==> src/pkg/irq_flags_pkg.sv <==
// Constants and types shared by the peripheral flag and enable block
`default_nettype none
package irq_flags_pkg;
  localparam int unsigned ADDR_W = 16;
  localparam int unsigned DATA_W = 32;
  localparam int unsigned REG_W = 8;
  localparam int unsigned IDX_W = 12;

  // Register indices; byte address is four times the index
  localparam logic [IDX_W-1:0] IDX_ENABLE_A = 12'hF9D;
  localparam logic [IDX_W-1:0] IDX_FLAGS_A = 12'hF9E;
  localparam logic [IDX_W-1:0] IDX_ENABLE_B = 12'hFA0;
  localparam logic [IDX_W-1:0] IDX_FLAGS_B = 12'hFA1;
  localparam logic [IDX_W-1:0] IDX_ENABLE_C = 12'hFA3;
  localparam logic [IDX_W-1:0] IDX_FLAGS_C = 12'hFA4;
  localparam logic [IDX_W-1:0] IDX_CONTROL = 12'hFB0;

  localparam logic [REG_W-1:0] RST_ENABLE = 8'h00;
  localparam logic [REG_W-1:0] RST_FLAGS = 8'h00;
  localparam logic [1:0] RST_CONTROL = 2'h0;

  // First register group
  localparam int unsigned A_PARALLEL = 7;
  localparam int unsigned A_CONVERTER = 6;
  localparam int unsigned A_UART_RX = 5;
  localparam int unsigned A_UART_TX = 4;
  localparam int unsigned A_SERIAL_DONE = 3;
  localparam int unsigned A_CAPCOMP = 2;
  localparam int unsigned A_TIMER2 = 1;
  localparam int unsigned A_TIMER1 = 0;
  // Second register group
  localparam int unsigned B_CLOCK_FAIL = 7;
  localparam int unsigned B_COMPARATOR_B = 6;
  localparam int unsigned B_COMPARATOR_A = 5;
  localparam int unsigned B_UNUSED = 4;
  localparam int unsigned B_COLLISION = 3;
  localparam int unsigned B_VOLTAGE = 2;
  localparam int unsigned B_TIMER3 = 1;
  localparam int unsigned B_CAPCOMP = 0;
  // Third register group
  localparam int unsigned C_SERIAL_DONE = 7;
  localparam int unsigned C_COLLISION = 6;
  localparam int unsigned C_UART_RX = 5;
  localparam int unsigned C_UART_TX = 4;
  localparam int unsigned C_TIMER4 = 3;
  localparam int unsigned C_CHARGE_TIME = 2;
  localparam int unsigned C_TIMER3_GATE = 1;
  localparam int unsigned C_RTC = 0;
  // Control register fields
  localparam int unsigned CTL_GROUP_EN = 0;
  localparam int unsigned CTL_PRIORITY = 1;

  // Implemented and software-writable bits per group
  localparam logic [REG_W-1:0] IMPL_A_FULL = 8'hFF;
  localparam logic [REG_W-1:0] IMPL_A_SMALL = 8'h7F;
  localparam logic [REG_W-1:0] IMPL_B = 8'hEF;
  localparam logic [REG_W-1:0] IMPL_C = 8'hFF;
  localparam logic [REG_W-1:0] SWCLR_A = 8'hCF;
  localparam logic [REG_W-1:0] SWCLR_B = 8'hEF;
  localparam logic [REG_W-1:0] SWCLR_C = 8'hCF;

  typedef enum logic [1:0] {
    CC_OFF = 2'h0,
    CC_CAPTURE = 2'h1,
    CC_COMPARE = 2'h3,
    CC_PWM = 2'h2
  } capcomp_mode_t;

  // One-cycle event pulses from peripherals on the system clock
  typedef struct packed {
    logic parallel_port;
    logic converter_done;
    logic serial_a_done;
    logic capcomp_a;
    logic timer2_match;
    logic timer1_overflow;
  } events_a_t;

  typedef struct packed {
    logic clock_fail;
    logic serial_a_collision;
    logic voltage_trip;
    logic timer3_overflow;
    logic capcomp_b;
  } events_b_t;

  typedef struct packed {
    logic serial_b_done;
    logic serial_b_collision;
    logic timer4_match;
    logic charge_time;
    logic timer3_gate;
    logic rtc_event;
  } events_c_t;
endpackage
`default_nettype wire

==> src/verilog/periph_irq_flags.sv <==
// Peripheral interrupt flags, enables and request logic with APB access
// Operation
// - Timer2 match sets sticky first-group bit 1
// - Timer1 overflow sets sticky first-group bit 0
// - Small package drops parallel port bit 7
// - Clock fail sets sticky second-group bit 7
// - Comparator output change sets bits 6, 5
// - Second-group bit 4 reads zero, ignores writes
// - Serial bus collisions set sticky flags
// - Voltage trip sets sticky second-group bit 2
// - Timer3 overflow sets sticky second-group bit 1
// - Capcomp b flags capture/compare, never pulse-width
// - Serial b completion sets sticky third bit 7
// - Uart b receive flag follows buffer full
// - Uart b transmit flag follows buffer empty
// - Timer4 match sets sticky third-group bit 3
// - Charge-time event sets sticky third bit 2
// - Timer3 gate event sets sticky bit 1
// - Real-time clock event sets sticky bit 0
// - Group enable off blocks all peripheral requests
// - First enable register bit layout as listed
// - Second enable bits mirror second flag positions
// - Flags set regardless of any enable
// - Priority mode: group enable still gates every request
`default_nettype none
module periph_irq_flags
  import irq_flags_pkg::*;
#(
  parameter bit SMALL_PACKAGE = 1'b0
) (
  input wire logic CLK,
  input wire logic RST_B,
  input wire logic PSEL,
  input wire logic PENABLE,
  input wire logic PWRITE,
  input wire logic [ADDR_W-1:0] PADDR,
  input wire logic [DATA_W-1:0] PWDATA,
  input wire logic [3:0] PSTRB,
  output logic [DATA_W-1:0] PRDATA,
  output logic PREADY,
  output logic PSLVERR,
  input wire events_a_t EV_A,
  input wire logic UART_A_RX_FULL,
  input wire logic UART_A_TX_EMPTY,
  input wire capcomp_mode_t CAPCOMP_A_MODE,
  input wire events_b_t EV_B,
  input wire logic [1:0] CMP_OUT,
  input wire capcomp_mode_t CAPCOMP_B_MODE,
  input wire events_c_t EV_C,
  input wire logic UART_B_RX_FULL,
  input wire logic UART_B_TX_EMPTY,
  output logic PERIPH_IRQ,
  output logic PRIORITY_MODE
);

  localparam logic [REG_W-1:0] IMPL_A = SMALL_PACKAGE ? IMPL_A_SMALL
                                                      : IMPL_A_FULL;

  // Sticky flags: write stores data, an event in the same cycle wins
  function automatic logic [REG_W-1:0] flag_next(
    input logic [REG_W-1:0] cur,
    input logic wr,
    input logic [REG_W-1:0] wdata,
    input logic [REG_W-1:0] set,
    input logic [REG_W-1:0] swmask,
    input logic [REG_W-1:0] level,
    input logic [REG_W-1:0] impl
  );
    logic [REG_W-1:0] kept;
    kept = wr ? wdata : cur;
    return (((kept | set) & swmask) | (level & ~swmask)) & impl;
  endfunction

  logic [REG_W-1:0] enable_a_q, enable_a_d;
  logic [REG_W-1:0] enable_b_q, enable_b_d;
  logic [REG_W-1:0] enable_c_q, enable_c_d;
  logic [REG_W-1:0] flags_a_q, flags_a_d;
  logic [REG_W-1:0] flags_b_q, flags_b_d;
  logic [REG_W-1:0] flags_c_q, flags_c_d;
  logic [1:0] control_q, control_d;
  logic [1:0] cmp_s1_q, cmp_s2_q, cmp_prev_q;
  logic ready_q, err_q, irq_q;
  logic [DATA_W-1:0] rdata_q;

  // APB decode
  wire logic setup = PSEL & ~PENABLE;
  wire logic wr_now = PSEL & PENABLE & PWRITE & ready_q & PSTRB[0];
  wire logic aligned = (PADDR[1:0] == 2'h0)
                       & (PADDR[ADDR_W-1:IDX_W+2] == '0);
  wire logic [IDX_W-1:0] idx = PADDR[IDX_W+1:2];
  wire logic sel_en_a = aligned & (idx == IDX_ENABLE_A);
  wire logic sel_fl_a = aligned & (idx == IDX_FLAGS_A);
  wire logic sel_en_b = aligned & (idx == IDX_ENABLE_B);
  wire logic sel_fl_b = aligned & (idx == IDX_FLAGS_B);
  wire logic sel_en_c = aligned & (idx == IDX_ENABLE_C);
  wire logic sel_fl_c = aligned & (idx == IDX_FLAGS_C);
  wire logic sel_ctl = aligned & (idx == IDX_CONTROL);
  wire logic mapped = sel_en_a | sel_fl_a | sel_en_b | sel_fl_b
                      | sel_en_c | sel_fl_c | sel_ctl;
  wire logic [REG_W-1:0] wbyte = PWDATA[REG_W-1:0];

  wire logic [REG_W-1:0] rd_byte =
      sel_en_a ? enable_a_q :
      sel_fl_a ? flags_a_q :
      sel_en_b ? enable_b_q :
      sel_fl_b ? flags_b_q :
      sel_en_c ? enable_c_q :
      sel_fl_c ? flags_c_q :
      sel_ctl ? {6'h00, control_q} : 8'h00;

  // Comparator change detect on the synchronised outputs
  wire logic [1:0] cmp_change = cmp_s2_q ^ cmp_prev_q;

  // Capture/compare units flag only in capture or compare mode
  wire logic cc_a_ok = (CAPCOMP_A_MODE == CC_CAPTURE)
                       | (CAPCOMP_A_MODE == CC_COMPARE);
  wire logic cc_b_ok = (CAPCOMP_B_MODE == CC_CAPTURE)
                       | (CAPCOMP_B_MODE == CC_COMPARE);

  // Event vectors at flag positions; enables never gate them
  wire logic [REG_W-1:0] set_a = {
    EV_A.parallel_port,
    EV_A.converter_done,
    2'h0,
    EV_A.serial_a_done,
    EV_A.capcomp_a & cc_a_ok,
    EV_A.timer2_match,
    EV_A.timer1_overflow
  };
  wire logic [REG_W-1:0] set_b = {
    EV_B.clock_fail,
    cmp_change[1],
    cmp_change[0],
    1'b0,
    EV_B.serial_a_collision,
    EV_B.voltage_trip,
    EV_B.timer3_overflow,
    EV_B.capcomp_b & cc_b_ok
  };
  wire logic [REG_W-1:0] set_c = {
    EV_C.serial_b_done,
    EV_C.serial_b_collision,
    2'h0,
    EV_C.timer4_match,
    EV_C.charge_time,
    EV_C.timer3_gate,
    EV_C.rtc_event
  };
  // Buffer-state bits follow the uart levels, writes ignored
  wire logic [REG_W-1:0] lvl_a = {2'h0, UART_A_RX_FULL, UART_A_TX_EMPTY,
                                  4'h0};
  wire logic [REG_W-1:0] lvl_c = {2'h0, UART_B_RX_FULL,
                                  UART_B_TX_EMPTY, 4'h0};

  assign flags_a_d = flag_next(flags_a_q, wr_now & sel_fl_a, wbyte,
                               set_a, SWCLR_A, lvl_a, IMPL_A);
  assign flags_b_d = flag_next(flags_b_q, wr_now & sel_fl_b, wbyte,
                               set_b, SWCLR_B, 8'h00, IMPL_B);
  assign flags_c_d = flag_next(flags_c_q, wr_now & sel_fl_c, wbyte,
                               set_c, SWCLR_C, lvl_c, IMPL_C);

  // Enable layouts match flag layouts bit for bit
  assign enable_a_d = (wr_now & sel_en_a) ? (wbyte & IMPL_A)
                                          : enable_a_q;
  assign enable_b_d = (wr_now & sel_en_b) ? (wbyte & IMPL_B)
                                          : enable_b_q;
  assign enable_c_d = (wr_now & sel_en_c) ? wbyte : enable_c_q;
  assign control_d = (wr_now & sel_ctl) ? wbyte[1:0] : control_q;

  // Priorities live elsewhere, so in both modes the group enable
  // gates the whole request handed to the core
  wire logic group_en = control_q[CTL_GROUP_EN];
  wire logic any_pending = |(flags_a_q & enable_a_q)
                           | |(flags_b_q & enable_b_q)
                           | |(flags_c_q & enable_c_q);
  wire logic irq_d = any_pending & group_en;

  always_ff @(posedge CLK or negedge RST_B) begin
    if (!RST_B) begin
      cmp_s1_q <= 2'h0;
      cmp_s2_q <= 2'h0;
      cmp_prev_q <= 2'h0;
    end else begin
      cmp_s1_q <= CMP_OUT;
      cmp_s2_q <= cmp_s1_q;
      cmp_prev_q <= cmp_s2_q;
    end
  end

  always_ff @(posedge CLK or negedge RST_B) begin
    if (!RST_B) begin
      enable_a_q <= RST_ENABLE;
      enable_b_q <= RST_ENABLE;
      enable_c_q <= RST_ENABLE;
      flags_a_q <= RST_FLAGS;
      flags_b_q <= RST_FLAGS;
      flags_c_q <= RST_FLAGS;
      control_q <= RST_CONTROL;
    end else begin
      enable_a_q <= enable_a_d;
      enable_b_q <= enable_b_d;
      enable_c_q <= enable_c_d;
      flags_a_q <= flags_a_d;
      flags_b_q <= flags_b_d;
      flags_c_q <= flags_c_d;
      control_q <= control_d;
    end
  end

  // Answer is prepared at setup so the access phase takes one cycle
  always_ff @(posedge CLK or negedge RST_B) begin
    if (!RST_B) begin
      ready_q <= 1'b0;
      err_q <= 1'b0;
      rdata_q <= '0;
      irq_q <= 1'b0;
    end else begin
      ready_q <= setup;
      err_q <= setup & ~mapped;
      rdata_q <= setup ? {{(DATA_W-REG_W){1'b0}}, rd_byte} : '0;
      irq_q <= irq_d;
    end
  end

  assign PRDATA = rdata_q;
  assign PREADY = ready_q;
  assign PSLVERR = err_q;
  assign PERIPH_IRQ = irq_q;
  assign PRIORITY_MODE = control_q[CTL_PRIORITY];

  a_set_beats_clear: assert property (
    @(posedge CLK) disable iff (!RST_B)
    (wr_now && sel_fl_b && !wbyte[B_CLOCK_FAIL] && EV_B.clock_fail)
    |=> flags_b_q[B_CLOCK_FAIL])
    else $error("clock fail event lost to a clear");

  a_group_gates_irq: assert property (
    @(posedge CLK) disable iff (!RST_B)
    !control_q[CTL_GROUP_EN] |=> !PERIPH_IRQ)
    else $error("request raised with group enable off");

  a_pending_raises_irq: assert property (
    @(posedge CLK) disable iff (!RST_B)
    ((flags_c_q[C_RTC] && enable_c_q[C_RTC]) && group_en)
    |=> PERIPH_IRQ)
    else $error("enabled pending flag gave no request");

  a_unused_bit_zero: assert property (
    @(posedge CLK) disable iff (!RST_B)
    !flags_b_q[B_UNUSED] && !enable_b_q[B_UNUSED])
    else $error("unimplemented bit became set");

  a_timer1_sticky: assert property (
    @(posedge CLK) disable iff (!RST_B)
    (flags_a_q[A_TIMER1] && !(wr_now && sel_fl_a))
    |=> flags_a_q[A_TIMER1])
    else $error("timer1 flag dropped without a write");

  a_comparator_change: assert property (
    @(posedge CLK) disable iff (!RST_B)
    $changed(cmp_s2_q[1]) |=> flags_b_q[B_COMPARATOR_B])
    else $error("comparator change not flagged");

  a_rx_tracks_buffer: assert property (
    @(posedge CLK) disable iff (!RST_B)
    1'b1 |=> (flags_c_q[C_UART_RX] == $past(UART_B_RX_FULL)))
    else $error("receive flag does not follow buffer");

  a_pwm_no_flag: assert property (
    @(posedge CLK) disable iff (!RST_B)
    (CAPCOMP_B_MODE == CC_PWM && !flags_b_q[B_CAPCOMP]
     && !(wr_now && sel_fl_b)) |=> !flags_b_q[B_CAPCOMP])
    else $error("capcomp b flag set in pulse-width mode");

  a_rtc_sets_flag: assert property (
    @(posedge CLK) disable iff (!RST_B)
    EV_C.rtc_event |=> flags_c_q[C_RTC])
    else $error("rtc event not flagged");

  a_small_no_parallel: assert property (
    @(posedge CLK) disable iff (!RST_B)
    SMALL_PACKAGE |-> !flags_a_q[A_PARALLEL] && !enable_a_q[A_PARALLEL])
    else $error("parallel port bit present on small package");

  a_apb_one_wait: assert property (
    @(posedge CLK) disable iff (!RST_B)
    setup |=> PREADY ##1 !PREADY)
    else $error("access phase not exactly one cycle");

  a_timer2_sets_flag: assert property (
    @(posedge CLK) disable iff (!RST_B)
    EV_A.timer2_match |=> flags_a_q[A_TIMER2])
    else $error("timer2 match not flagged");

  a_clock_fail_flag: assert property (
    @(posedge CLK) disable iff (!RST_B)
    EV_B.clock_fail |=> flags_b_q[B_CLOCK_FAIL])
    else $error("clock fail not flagged");

  a_collision_a_flag: assert property (
    @(posedge CLK) disable iff (!RST_B)
    EV_B.serial_a_collision |=> flags_b_q[B_COLLISION])
    else $error("serial a collision not flagged");

  a_collision_b_flag: assert property (
    @(posedge CLK) disable iff (!RST_B)
    EV_C.serial_b_collision |=> flags_c_q[C_COLLISION])
    else $error("serial b collision not flagged");

  a_voltage_sets_flag: assert property (
    @(posedge CLK) disable iff (!RST_B)
    EV_B.voltage_trip |=> flags_b_q[B_VOLTAGE])
    else $error("voltage trip not flagged");

  a_timer3_sets_flag: assert property (
    @(posedge CLK) disable iff (!RST_B)
    EV_B.timer3_overflow |=> flags_b_q[B_TIMER3])
    else $error("timer3 overflow not flagged");

  a_capcomp_sets_flag: assert property (
    @(posedge CLK) disable iff (!RST_B)
    (EV_B.capcomp_b && cc_b_ok) |=> flags_b_q[B_CAPCOMP])
    else $error("capcomp b event not flagged");

  a_serial_done_flag: assert property (
    @(posedge CLK) disable iff (!RST_B)
    EV_C.serial_b_done |=> flags_c_q[C_SERIAL_DONE])
    else $error("serial b completion not flagged");

  a_tx_tracks_buffer: assert property (
    @(posedge CLK) disable iff (!RST_B)
    1'b1 |=> (flags_c_q[C_UART_TX] == $past(UART_B_TX_EMPTY)))
    else $error("transmit flag does not follow buffer");

  a_timer4_sets_flag: assert property (
    @(posedge CLK) disable iff (!RST_B)
    EV_C.timer4_match |=> flags_c_q[C_TIMER4])
    else $error("timer4 match not flagged");

  a_charge_sets_flag: assert property (
    @(posedge CLK) disable iff (!RST_B)
    EV_C.charge_time |=> flags_c_q[C_CHARGE_TIME])
    else $error("charge-time event not flagged");

  a_gate_sets_flag: assert property (
    @(posedge CLK) disable iff (!RST_B)
    EV_C.timer3_gate |=> flags_c_q[C_TIMER3_GATE])
    else $error("timer3 gate event not flagged");

  a_enable_a_write: assert property (
    @(posedge CLK) disable iff (!RST_B)
    (wr_now && sel_en_a) |=> (enable_a_q == ($past(wbyte) & IMPL_A)))
    else $error("first enable register write not stored");

  a_enable_b_write: assert property (
    @(posedge CLK) disable iff (!RST_B)
    (wr_now && sel_en_b) |=> (enable_b_q == ($past(wbyte) & IMPL_B)))
    else $error("second enable register write not stored");

  a_flag_ignores_enable: assert property (
    @(posedge CLK) disable iff (!RST_B)
    (EV_B.timer3_overflow && !enable_b_q[B_TIMER3])
    |=> flags_b_q[B_TIMER3])
    else $error("disabled source did not set its flag");

  a_priority_group: assert property (
    @(posedge CLK) disable iff (!RST_B)
    (control_q[CTL_PRIORITY] && !group_en) |=> !PERIPH_IRQ)
    else $error("priority mode request without group enable");

  a_write_stores_flag: assert property (
    @(posedge CLK) disable iff (!RST_B)
    (wr_now && sel_fl_b && (set_b == 8'h00))
    |=> (flags_b_q == ($past(wbyte) & SWCLR_B)))
    else $error("flag register write not stored");

endmodule
`default_nettype wire

==> config.mk <==
export PLATFORM = sky130hd
export DESIGN_NAME = periph_irq_flags
export DESIGN_NICKNAME = d
export VERILOG_FILES = /design/src/pkg/irq_flags_pkg.sv /design/src/verilog/periph_irq_flags.sv
export SDC_FILE = /design/constraint.sdc
export NUM_CORES = 1
export LEC_CHECK = 0
export ABC_AREA = 1
export BUFFER_PORTS_ARGS = -buffer_cell sky130_fd_sc_hd__buf_2
export CORE_AREA = 2 2 95 97
export DETAILED_ROUTE_END_ITERATION = 10
export DIE_AREA = 0 0 97 99
export PLACE_DENSITY_LB_ADDON = 0.3
export SETUP_SLACK_MARGIN = 0.1
export SYNTH_ARGS = -nofsm -noshare
export SYNTH_HDL_FRONTEND = slang
export SYNTH_SLANG_ARGS = --single-unit
==> constraint.sdc <==
create_clock -name CLK -period 1.47 [get_ports CLK]
set_clock_uncertainty 0.2 [all_clocks]
set_input_delay 0.0735 -clock CLK [delete_from_list [all_inputs] [get_ports CLK]]
set_output_delay 0.0735 -clock CLK [all_outputs]
set_load 0.02 [all_outputs]
# Word level (Yosys, flattened, before mapping)
# Cells that the tools add are included.
[word_totals] output_inout_bits=36 regBits=89 in_bits=84 wordCells=86
[classes] n_eq_ne=11 reduce_logical=5 n_bitwise=45 mux=11
[ops] cell="12-bit == test, second input constant" n=7
[ops] cell="8-bit two-way mux" n=10
[ops] cell="1-bit bitwise AND" n=24
[ops] cell="8-bit bitwise AND" n=3
[ops] cell="8-bit bitwise OR" n=3
[ops] cell="8-bit OR reduction" n=3
[ops] cell="8-bit by 6-bit bitwise OR with 8-bit output" n=2
[ops] cell="1-bit bitwise OR" n=10
[ops] cell="2-bit by 1-bit == test with 1-bit output, second input constant" n=2
[ops] cell="2-bit == test, second input constant" n=2
[ops] cell="2-bit zero test" n=2
[ops] cell="2-bit two-way mux" n=1
[ops] cell="1-bit NOT" n=2
[ops] cell="2-bit bitwise XOR" n=1

# Logic depth before layout (Yosys ltp)
# Gate-level depths: netlist of run 1.
[depth] ltp_word=11 ltp_mapped=13 ltp_nobuf=12

# Worst setup path before layout of run 1
# OpenSTA, ideal clock, no wires.
[synth_path] kind="reg-to-reg" start="reg ready_q (netlist: PREADY)" end="reg flags_b_q[1]" setup_ps=124 path_buffers=2 setup_slack_ps=-296 arrival_ps=1442 stages_incl_launch_ff=7 path_cell_list="dfrtp_1 -> nand3_1 -> nor2_2 -> buf_4 -> nand3_2 -> buf_2 -> a211o_1"
[synth_via] elab_chain_cells=5
[synth_rtl] item="from (decl)" line="periph_irq_flags.sv:82" source="logic ready_q, err_q, irq_q;"
[synth_rtl] item="from (signal assigned)" line="periph_irq_flags.sv:218" source="ready_q <= setup;"
[synth_rtl] item="1-bit bitwise AND (2 in series)" line="periph_irq_flags.sv:87" source="wire logic wr_now = PSEL & PENABLE & PWRITE & ready_q & PSTRB[0];"
[synth_rtl] item="1-bit bitwise AND" line="periph_irq_flags.sv:157" source="assign flags_b_d = flag_next(flags_b_q, wr_now & sel_fl_b, wbyte,"
[synth_rtl] item="8-bit two-way mux" line="periph_irq_flags.sv:70" source="kept = wr ? wdata : cur;"
[synth_rtl] item="8-bit bitwise OR" line="periph_irq_flags.sv:71" source="return (((kept | set) & swmask) | (level & ~swmask)) & impl;"
[synth_rtl] item="via flags_b_d[1]" line="periph_irq_flags.sv:78" source="logic [REG_W-1:0] flags_b_q, flags_b_d;"
[synth_rtl] item="to (signal assigned)" line="periph_irq_flags.sv:204" source="flags_b_q <= flags_b_d;"
[synth_rtl] item="to (decl)" line="periph_irq_flags.sv:78"
# The timed path passes the listed nets, and every way through them passes these cells.
# A chain may end at the register's enable or synchronous reset.

# Worst setup path after layout of run 1
[layout_path] start="reg ready_q (netlist: PREADY)" end="reg flags_a_q[6]"
[layout_via] elab_chain_cells=6
[layout_rtl] item="1-bit bitwise AND (2 in series)" line="periph_irq_flags.sv:87"
[layout_rtl] item="1-bit bitwise AND" line="periph_irq_flags.sv:155" source="assign flags_a_d = flag_next(flags_a_q, wr_now & sel_fl_a, wbyte,"
[layout_rtl] item="8-bit two-way mux" line="periph_irq_flags.sv:70"
[layout_rtl] item="8-bit bitwise OR" line="periph_irq_flags.sv:71"
[layout_rtl] item="8-bit by 6-bit bitwise OR with 8-bit output" line="periph_irq_flags.sv:71"
[layout_rtl] item="via flags_a_d[6]" line="periph_irq_flags.sv:77" source="logic [REG_W-1:0] flags_a_q, flags_a_d;"
[layout_rtl] item="to (signal assigned)" line="periph_irq_flags.sv:203" source="flags_a_q <= flags_a_d;"
[layout_rtl] item="to (decl)" line="periph_irq_flags.sv:77"
# The timed path passes the listed nets, and every way through them passes these cells.

==> impl_metrics.json, run 1 <==
{
  "gr-total-overflow": 0,
  "hold_slack_ns": 0.00193,
  "seq_area_frac_synth_pct": 48.2,
  "vias_per_cell": 4.88,
  "areaGrowthSynthToFinish_pct": 51.5,
  "dieArea_um2": 9600,
  "crit_arrival_ns": 1.51,
  "yosys.area.top_type": "dfrtp_1",
  "final_cell_area_um2": 5120,
  "path_clk_slew_ns": 0.08,
  "wl_mm": 10.1,
  "synth_area_um2": 3380,
  "violations": "negative setup slack",
  "core-area_um2": 8550,
  "min_path_type": "primary input to asynchronous set/reset pin",
  "ys_async_sr_fraction_pct": 100,
  "placed_area_um2": 4060,
  "place_congestion": 0.869,
  "die_h_um": 99,
  "power.leakage_nw": 2.54,
  "dp_slack_ns": -0.276,
  "vias": 3360,
  "avgSynthCellArea_um2": 8.22,
  "grt_pass1_vias": 3272,
  "power.switching_uw": 956,
  "fmax_mhz": 677,
  "netlist_top_cells_area": "dfrtp_1, nand2_1, buf_4",
  "io_buffer_count": 66,
  "drtPass1Iterations": 4,
  "status": "finished, violations left",
  "layout_setup_ws_ns": -0.00746,
  "drv_slew": 0,
  "grtUsageTotal_pct": 20.5,
  "drive_above_1_share_pct": 40.0,
  "cts-root-buf": "clkbuf_8",
  "finalSetupViolations": 4,
  "nNetsFinal": 659,
  "rsz0062_at_grt": "yes",
  "pwr-share-seq_pct": 46.7,
  "comb_power_share_pct": 10.4,
  "hold_viol": 0,
  "drt_iter0_markers": 169,
  "yosysWarnings": 0,
  "fin_crit_sh_pct": 101,
  "grt_first_pass_wirelength_mm": 15.5,
  "wl_per_cell_um": 14.6,
  "start_util_pct": 39.5,
  "fin_crit_ns": 1.48,
  "htreeDepth": 3,
  "fp.dieW_um": 97,
  "yosys.area.top_type_share_pct": 48.2,
  "irDropWorstVdd_uv": 475,
  "diodes": 0,
  "powerDensity_nw_per_um2": 760,
  "place_hpwl_mm": 6.61,
  "required_ns": 1.51,
  "clk_latency_ns": 0.35,
  "io_pins": 120,
  "ant_nets": 0,
  "drv_cap": 0,
  "tritoncts": "done",
  "cp-start-kind": "flop",
  "syn_inst": 411,
  "synth_edf_count": 0,
  "cp-end-kind": "flop",
  "cp_max_fo": 6,
  "num_rows": 34,
  "cts_made_buffers": 9,
  "stdcell_count": 688,
  "grt_max_degree": 26,
  "intPower_mw": 2.93,
  "netSwitchingFraction_pct": 24.6,
  "cts.sinks": 65,
  "criticalPathCategory": "flop to flop",
  "drc": 0,
  "clkPwrFrac_pct": 43.0,
  "antenna_found_initial": 0,
  "synthFlopType": "dfrtp_1",
  "synth.lib_cells_used.distinct": 33,
  "clock_path_buffers": 2,
  "setup-tns-final_ns": -0.0144,
  "placed_cells": 619,
  "synth-seq-cells": 65
}
-- per-layer routing --
metal / track usage [%] / share of wire (%) / up-vias
met5: 0 / 0 / -
met3: 3.76 / 5.4 / 20
li1: - / - / 1621
met4: 10.2 / 2.2 / 0
met2: 35.4 / 52 / 123
met1: 24.8 / 41 / 1596
-- power groups by stage --
stage / registers (mW) / clock network [mW] / logic (mW)
6_report: 1.81 / 1.67 / 0.403
5_1_grt: 1.81 / 1.78 / 0.436
4_1_cts: 1.81 / 1.70 / 0.379
3_5_place_dp: 1.85 / 0 / 0.297
3_3_place_gp: 1.85 / 0 / 0.292
2_1_floorplan: 1.85 / 0 / 0.170
-- per-stage QoR --
step | power [mW] | util [%]
6_report | 3.89 | 59.8
5_1_grt | 4.03 | 59.8
4_1_cts | 3.89 | 56.1
3_5_place_dp | 2.15 | 47.5
3_3_place_gp | 2.14 | 47.5
2_1_floorplan | 2.02 | -
-- cell families after synthesis --
logic type / share of synthesized area [%]
buffers and inverters: 11.9
and+or+nand+nor: 25.0
AOI/OAI and AO/OA: 14.3
DFF: 48.2
other: 0.111
xor gates and xnor gates: 0.519
-- what timing repair did --
item,4_1_cts,5_1_grt
setup buffers,2,9
hold endpoints to repair,120,0
gates cloned,1,5
gates resized for setup,25,62
hold buffers,36,0
pin swaps,11,25
endpoints found under the setup margin,46,54
-- cell usage after synthesis (6+ instances only) --
| library cell | count |
|---|---|
| a31oi_1 | 6 |
| buf_4 | 25 |
| a21oi_1 | 20 |
| inv_2 | 8 |
| nand3_1 | 15 |
| nand2_1 | 116 |
| inv_1 | 29 |
| o21ai_0 | 15 |
| dfrtp_1 | 65 |
| nor2_1 | 15 |
| nand2_2 | 10 |
| o21ai_1 | 29 |
| buf_2 | 6 |
-- flip-flops by register name, summed over array words and instances (netlist names) --
| name | flops |
|---|---|
| enable_b_q | 7 |
| control_q | 2 |
| flags_b_q | 7 |
| cmp_prev_q | 2 |
| PERIPH_IRQ | 1 |
| enable_c_q | 8 |
| PSLVERR | 1 |
| enable_a_q | 8 |
| PRDATA | 8 |
| PREADY | 1 |
| cmp_s2_q | 2 |
| cmp_s1_q | 2 |
| flags_c_q | 8 |
| flags_a_q | 8 |
-- cells in the final DEF, fill, tap and decap left out, types with 8 or more instances in the layout --
cell type	n
buf_4	49
a21oi_1	12
o21ai_0	12
a21oi_2	11
clkbuf_8	9
nand2_2	25
conb_1	24
nand2_1	91
buf_2	65
nor2_4	10
nand2_4	9
dfrtp_1	64
o21ai_1	28
inv_1	28
nand3_1	12
inv_2	8
nor2_1	11
dlygate4sd3_1	36
-- path summary, 6_finish.rpt --
check	slack, ns	from	cells past startpoint	endpoint
setup reg to reg	-0.007	PREADY$_DFF_PN0_	7	flags_a_q[6]$_DFF_PN0_
hold / removal	0.002	RST_B	2	enable_b_q[7]$_DFFE_PN0P_
hold reg to reg	0.16	cmp_s1_q[1]$_DFF_PN0_	0	cmp_s2_q[1]$_DFF_PN0_
min in group CLK	0.02	PADDR[6]	5	control_q[1]$_DFFE_PN0P_
max in group asynchronous	0.50	RST_B	3	flags_a_q[3]$_DFF_PN0_
setup / recovery	-0.007	PREADY$_DFF_PN0_	7	flags_a_q[6]$_DFF_PN0_
-- critical path, stage by stage (launching register included) --
cell and delay [ns]:
dfrtp_2 0.41, nand3_2 0.08, nor2_4 0.04, buf_12 0.14
buf_8 0.12, buf_8 0.13, a31oi_1 0.16, nand2_1 0.06
-- area by class of cell --
class                      count  area, um2
clock buffer                   9        124
tap                          108        135
inverter                      40        155
fill                         731       3430
sequential                    65       1630
multi-input combinational    300       1790
clock inverter                 7       95.1
timing repair buffer         159       1190
No activity file was read; power rests on OpenSTA's default activity.
==> inputs of run 2 (changes only) <==
--- a/config.mk
+++ b/config.mk
@@ -11,6 +11,7 @@
 export DETAILED_ROUTE_END_ITERATION = 10
 export DIE_AREA = 0 0 97 99
 export PLACE_DENSITY_LB_ADDON = 0.3
+export RECOVER_POWER = 100
 export SETUP_SLACK_MARGIN = 0.1
 export SYNTH_ARGS = -nofsm -noshare
 export SYNTH_HDL_FRONTEND = slang
==> impl_metrics.json, run 2 (synthesized netlist as in run 1, its figures left out) <==
{
  "multi_input_area_um2": 1770,
  "drive_above_1_share_pct": 37.6,
  "num_rows": 34,
  "grtUsageTotal_pct": 20.5,
  "critPathMostFrequentCell": "buf_8",
  "setup-tns-final_ns": -0.0103,
  "vias_per_cell": 4.89,
  "violations": "negative hold slack, negative setup slack",
  "io_buffer_count": 66,
  "clkPwrFrac_pct": 43.2,
  "min_path_type": "primary input to asynchronous set/reset pin",
  "drtPass1Iterations": 4,
  "seq_area_um2": 1630,
  "htreeDepth": 3,
  "cp_max_fo": 6,
  "cp.depth": 7,
  "fill_cells": 744,
  "fmax_mhz": 677,
  "fp.dieW_um": 97,
  "status": "finished, violations left",
  "dieArea_um2": 9600,
  "io_pins": 120,
  "drt_iter0_markers": 194,
  "startpoint": "PREADY$_DFF_PN0_",
  "fin_crit_ns": 1.48,
  "layout_setup_ws_ns": -0.00660,
  "crit_path_max_incr_delay_ns": 0.41,
  "cp-start-kind": "flop",
  "wl_per_cell_um": 14.7,
  "tritoncts": "done",
  "required_ns": 1.51,
  "crit_arrival_ns": 1.52,
  "final_common_cell": "nand2_1",
  "powerDensity_nw_per_um2": 767,
  "hold_viol": 14,
  "fin_crit_sh_pct": 100,
  "start_util_pct": 39.5,
  "regToRegStartpoint": "PREADY$_DFF_PN0_",
  "reg2reg_slack_ns": -0.007,
  "place_congestion": 0.869,
  "core-area_um2": 8550,
  "drv_cap": 0,
  "clk_latency_ns": 0.36,
  "r2r_end": "flags_a_q[6]$_DFF_PN0_",
  "grt_first_pass_wirelength_mm": 15.5,
  "cts-root-buf": "clkbuf_8",
  "criticalPathCategory": "flop to flop",
  "relSlewSlack_pct": 61.4,
  "vias": 3365,
  "intPower_mw": 2.92,
  "crit_chain": "nand3_2 > nor2_4 > buf_12 > buf_8 > buf_8 > a31oi_1 > nand2_1",
  "path_clk_slew_ns": 0.08,
  "grt_pass1_vias": 3272,
  "areaGrowthSynthToFinish_pct": 50.1,
  "drc": 0,
  "nNetsFinal": 659,
  "wl_mm": 10.1,
  "path_delay_family": "flip-flops",
  "mostFrequentLayoutCells": "nand2_1, dfrtp_1, buf_2, buf_4, dlygate4sd3_1",
  "ant_nets": 0,
  "place_hpwl_mm": 6.61,
  "cts_made_buffers": 9,
  "antenna_found_initial": 0,
  "clock_path_buffers": 2,
  "cts.sinks": 65,
  "rsz0062_at_grt": "yes",
  "irDropWorstVdd_uv": 476,
  "fin_util_pct": 59.3,
  "die_h_um": 99,
  "worst_path_max_delay_cell": "dfrtp_2",
  "power.switching_uw": 962,
  "crit_buf_inv": 3,
  "diodes": 0,
  "pwr-share-seq_pct": 46.7,
  "cp-end-kind": "flop",
  "hold_slack_ns": -0.0174,
  "finalSetupViolations": 4,
  "gr-total-overflow": 0,
  "netSwitchingFraction_pct": 24.8,
  "power.leakage_nw": 2.48,
  "reg2reg_depth": 7,
  "cp-endpoint": "flags_a_q[6]$_DFF_PN0_",
  "comb_power_share_pct": 10.2,
  "drv_slew": 0,
  "worst_slew_pin_slew_ns": 0.579,
  "grt_max_degree": 26
}
-- run 2: power groups by stage --
stage               Clock (mW)  Combinational [mW]  Sequential [mW]
floorplan                    0               0.170             1.85
global placement             0               0.292             1.85
detailed placement           0               0.297             1.85
CTS                       1.70               0.379             1.81
global route              1.78               0.428             1.81
finish                    1.68               0.396             1.81
-- run 2: through the flow --
stage / setup slack [ns] / instances / hold WS [ns] / area (um2) / power, mW
final: -0.00660 / 688 / -0.0174 / 5070 / 3.89
after global routing: -0.0859 / 688 / -0.0239 / 5070 / 4.03
after CTS: -0.0123 / 674 / -0.00374 / 4790 / 3.89
after detailed placement: -0.276 / 619 / -0.157 / 4060 / 2.15
after global placement: -0.212 / 619 / -0.158 / 4060 / 2.14
after floorplan: -0.125 / 434 / -0.422 / 3500 / 2.02
-- run 2: repair_timing --
| item | CTS | global route |
|---|---|---|
| gates resized for setup | 25 | 62 |
| pin swaps | 11 | 25 |
| buffers inserted | 2 | 9 |
| setup endpoints to repair | 46 | 54 |
| gates cloned | 1 | 5 |
| hold endpoints to repair | 120 | 0 |
| hold buffers | 36 | 0 |
-- run 2: worst min-delay path by stage --
stage,from,end,slack [ns],cells past startpoint
floorplan,RST_B,PERIPH_IRQ$_DFF_PN0_,-0.42,0
global placement,RST_B,enable_a_q[5]$_DFFE_PN0P_,-0.16,1
detailed placement,RST_B,enable_a_q[5]$_DFFE_PN0P_,-0.16,1
CTS,RST_B,enable_a_q[7]$_DFFE_PN0P_,-0.004,2
global route,RST_B,enable_a_q[2]$_DFFE_PN0P_,-0.02,2
finish,RST_B,enable_a_q[7]$_DFFE_PN0P_,-0.02,2
-- run 2: metal layers --
metal	wire (um)	vias up	global-route usage, %
met5	0	-	0
met4	248	0	10.2
met3	560	23	3.76
met2	5100	120	35.4
met1	4190	1606	24.8
li1	-	1616	-
-- run 2: area by class of cell --
cell class	instances	share of cell area, %
multi-input combinational	300	35.0
sequential	65	32.1
timing repair buffer	159	22.8
inverter	40	3.06
tap	108	2.67
clock buffer	9	2.44
clock inverter	7	1.88
-- run 2: worst reg2reg max path: stages, from the launching register on --
cell and delay (ns):
dfrtp_2 0.41, nand3_2 0.08, nor2_4 0.04, buf_12 0.14
buf_8 0.12, buf_8 0.13, a31oi_1 0.17, nand2_1 0.06
==> inputs of run 3 (changes only) <==
--- a/config.mk
+++ b/config.mk
@@ -7,9 +7,9 @@
 export LEC_CHECK = 0
 export ABC_AREA = 1
 export BUFFER_PORTS_ARGS = -buffer_cell sky130_fd_sc_hd__buf_2
-export CORE_AREA = 2 2 95 97
+export CORE_AREA = 2 2 90 92
 export DETAILED_ROUTE_END_ITERATION = 10
-export DIE_AREA = 0 0 97 99
+export DIE_AREA = 0 0 92 94
 export PLACE_DENSITY_LB_ADDON = 0.3
 export RECOVER_POWER = 100
 export SETUP_SLACK_MARGIN = 0.1
==> impl_metrics.json, run 3 (synthesized netlist as in run 1, its figures left out) <==
{
  "drive_above_1_share_pct": 32.9,
  "worst_path_max_delay_cell": "dfrtp_2",
  "dieArea_um2": 8650,
  "min_path_type": "primary input to flop",
  "gr-total-overflow": 0,
  "clock_path_buffers": 2,
  "grt_max_degree": 66,
  "io_buffer_count": 66,
  "cts.sinks": 65,
  "drv_slew": 0,
  "relSlewSlack_pct": 42.3,
  "comb_power_share_pct": 10.4,
  "drtPass1Iterations": 4,
  "cts-root-buf": "clkbuf_8",
  "path_clk_slew_ns": 0.07,
  "wl_per_cell_um": 13.9,
  "rsz0062_at_grt": "yes",
  "core-area_um2": 7610,
  "start_util_pct": 44.4,
  "final_cell_area_um2": 4800,
  "cts_made_buffers": 9,
  "io_pins": 120,
  "areaGrowthSynthToFinish_pct": 42.3,
  "power.leakage_nw": 2.32,
  "tritoncts": "done",
  "drc": 0,
  "pwr-share-seq_pct": 51.3,
  "grtUsageTotal_pct": 21.5,
  "ant_nets": 0,
  "hold_viol": 0,
  "vias": 3269,
  "mostFrequentLayoutCells": "nand2_1, dfrtp_1, buf_2, dlygate4sd3_1, buf_4",
  "criticalPathCategory": "flop to flop",
  "power.switching_uw": 868,
  "cp_max_fo": 8,
  "crit_arrival_ns": 1.46,
  "drv_cap": 0,
  "vias_per_cell": 4.89,
  "finalSetupViolations": 0,
  "fp.dieW_um": 92,
  "hold_slack_ns": 0.105,
  "clk_latency_ns": 0.34,
  "cp-end-kind": "flop",
  "intPower_mw": 2.67,
  "fmax_mhz": 695,
  "required_ns": 1.49,
  "wl_mm": 9.26,
  "grt_util_met3_pct": 4.09,
  "clkPwrFrac_pct": 38.2,
  "fill_cells": 653,
  "crit_chain": "nand3_2 > nor2_4 > buf_12 > nand3_4 > a211o_1",
  "crit_path_max_incr_delay_ns": 0.37,
  "placed_area_um2": 4030,
  "netSwitchingFraction_pct": 24.5,
  "num_rows": 32,
  "diodes": 0,
  "fin_crit_ns": 1.44,
  "place_hpwl_mm": 6.30,
  "antenna_found_initial": 0,
  "met1_usage_pct": 26.8,
  "reg2reg_slack_ns": 0.03,
  "die_h_um": 94,
  "final_common_cell": "nand2_1",
  "status": "finished, final reports clean",
  "grt_first_pass_wirelength_mm": 14.5,
  "powerDensity_nw_per_um2": 736,
  "htreeDepth": 3,
  "fin_crit_sh_pct": 97.8,
  "met2_usage_pct": 37.4,
  "drt_iter0_markers": 239,
  "busiest_layer": "met2",
  "nNetsFinal": 645,
  "place_congestion": 0.875,
  "fin_util_pct": 63.2,
  "worst_slew_pin_slew_ns": 0.865,
  "cp-start-kind": "flop",
  "irDropWorstVdd_uv": 741,
  "grt_pass1_vias": 3122
}
-- run 3: worst max-delay path: cells and delay by family, from the launching register on --
family                 cells  cell delay (ns)
buffers and inverters      1             0.16
DFF                        1             0.37
AOI/OAI and AO/OA          1             0.28
and+or+nand+nor            3             0.31
-- run 3: through the flow --
step	instances	power [mW]	worst slack (ns)	setup TNS [ns]
5_1_grt	668	3.69	-0.0329	-0.145
3_5_place_dp	607	2.14	-0.172	-4.47
2_1_floorplan	434	2.02	-0.125	-0.742
3_3_place_gp	607	2.13	-0.161	-3.20
4_1_cts	661	3.55	0.0343	0
6_report	668	3.53	0.0317	0
-- run 3: repair_timing --
action	CTS	global route
gates cloned	1	2
pin swaps	4	19
endpoints found under the setup margin	43	50
resized for setup	10	44
hold endpoints to repair	119	0
buffers inserted	1	5
hold buffers	36	0
-- run 3: area by class of cell --
cell class                      instances  area (um2)  share of cell area (%)
Multi-Input combinational cell        298        1640                    34.2
Sequential cell                        65        1630                    33.9
Timing Repair Buffer                  147        1080                    22.4
Clock buffer                           14         163                    3.39
Inverter                               40         153                    3.18
Tap cell                              102         128                    2.66
Clock inverter                          2        12.5                   0.260
-- run 3: per-layer routing --
layer / wire length [um] / vias to the layer above
li1: - / 1592
met2: 4710 / 106
met4: 206 / 0
met3: 534 / 17
met5: 0 / -
met1: 3810 / 1554
-- run 3: final timing paths --
path                                        from  depth (start not counted)                        end
max                             PREADY$_DFF_PN0_                          5     flags_b_q[7]$_DFF_PN0_
min                                     PADDR[8]                          6   control_q[0]$_DFFE_PN0P_
max reg2reg                     PREADY$_DFF_PN0_                          5     flags_b_q[7]$_DFF_PN0_
min reg2reg                cmp_s1_q[0]$_DFF_PN0_                          0      cmp_s2_q[0]$_DFF_PN0_
max in group asynchronous                  RST_B                          3           PREADY$_DFF_PN0_
min in group asynchronous                  RST_B                          3  enable_a_q[4]$_DFFE_PN0P_
-- run 3: power by group through the flow --
stage                     combinational, mW  clock [mW]  sequential, mW
after global placement                0.282           0            1.85
after CTS                             0.364        1.37            1.81
after floorplan                       0.170           0            1.85
final                                 0.369        1.35            1.81
after global routing                  0.405        1.47            1.81
after detailed placement              0.288           0            1.85
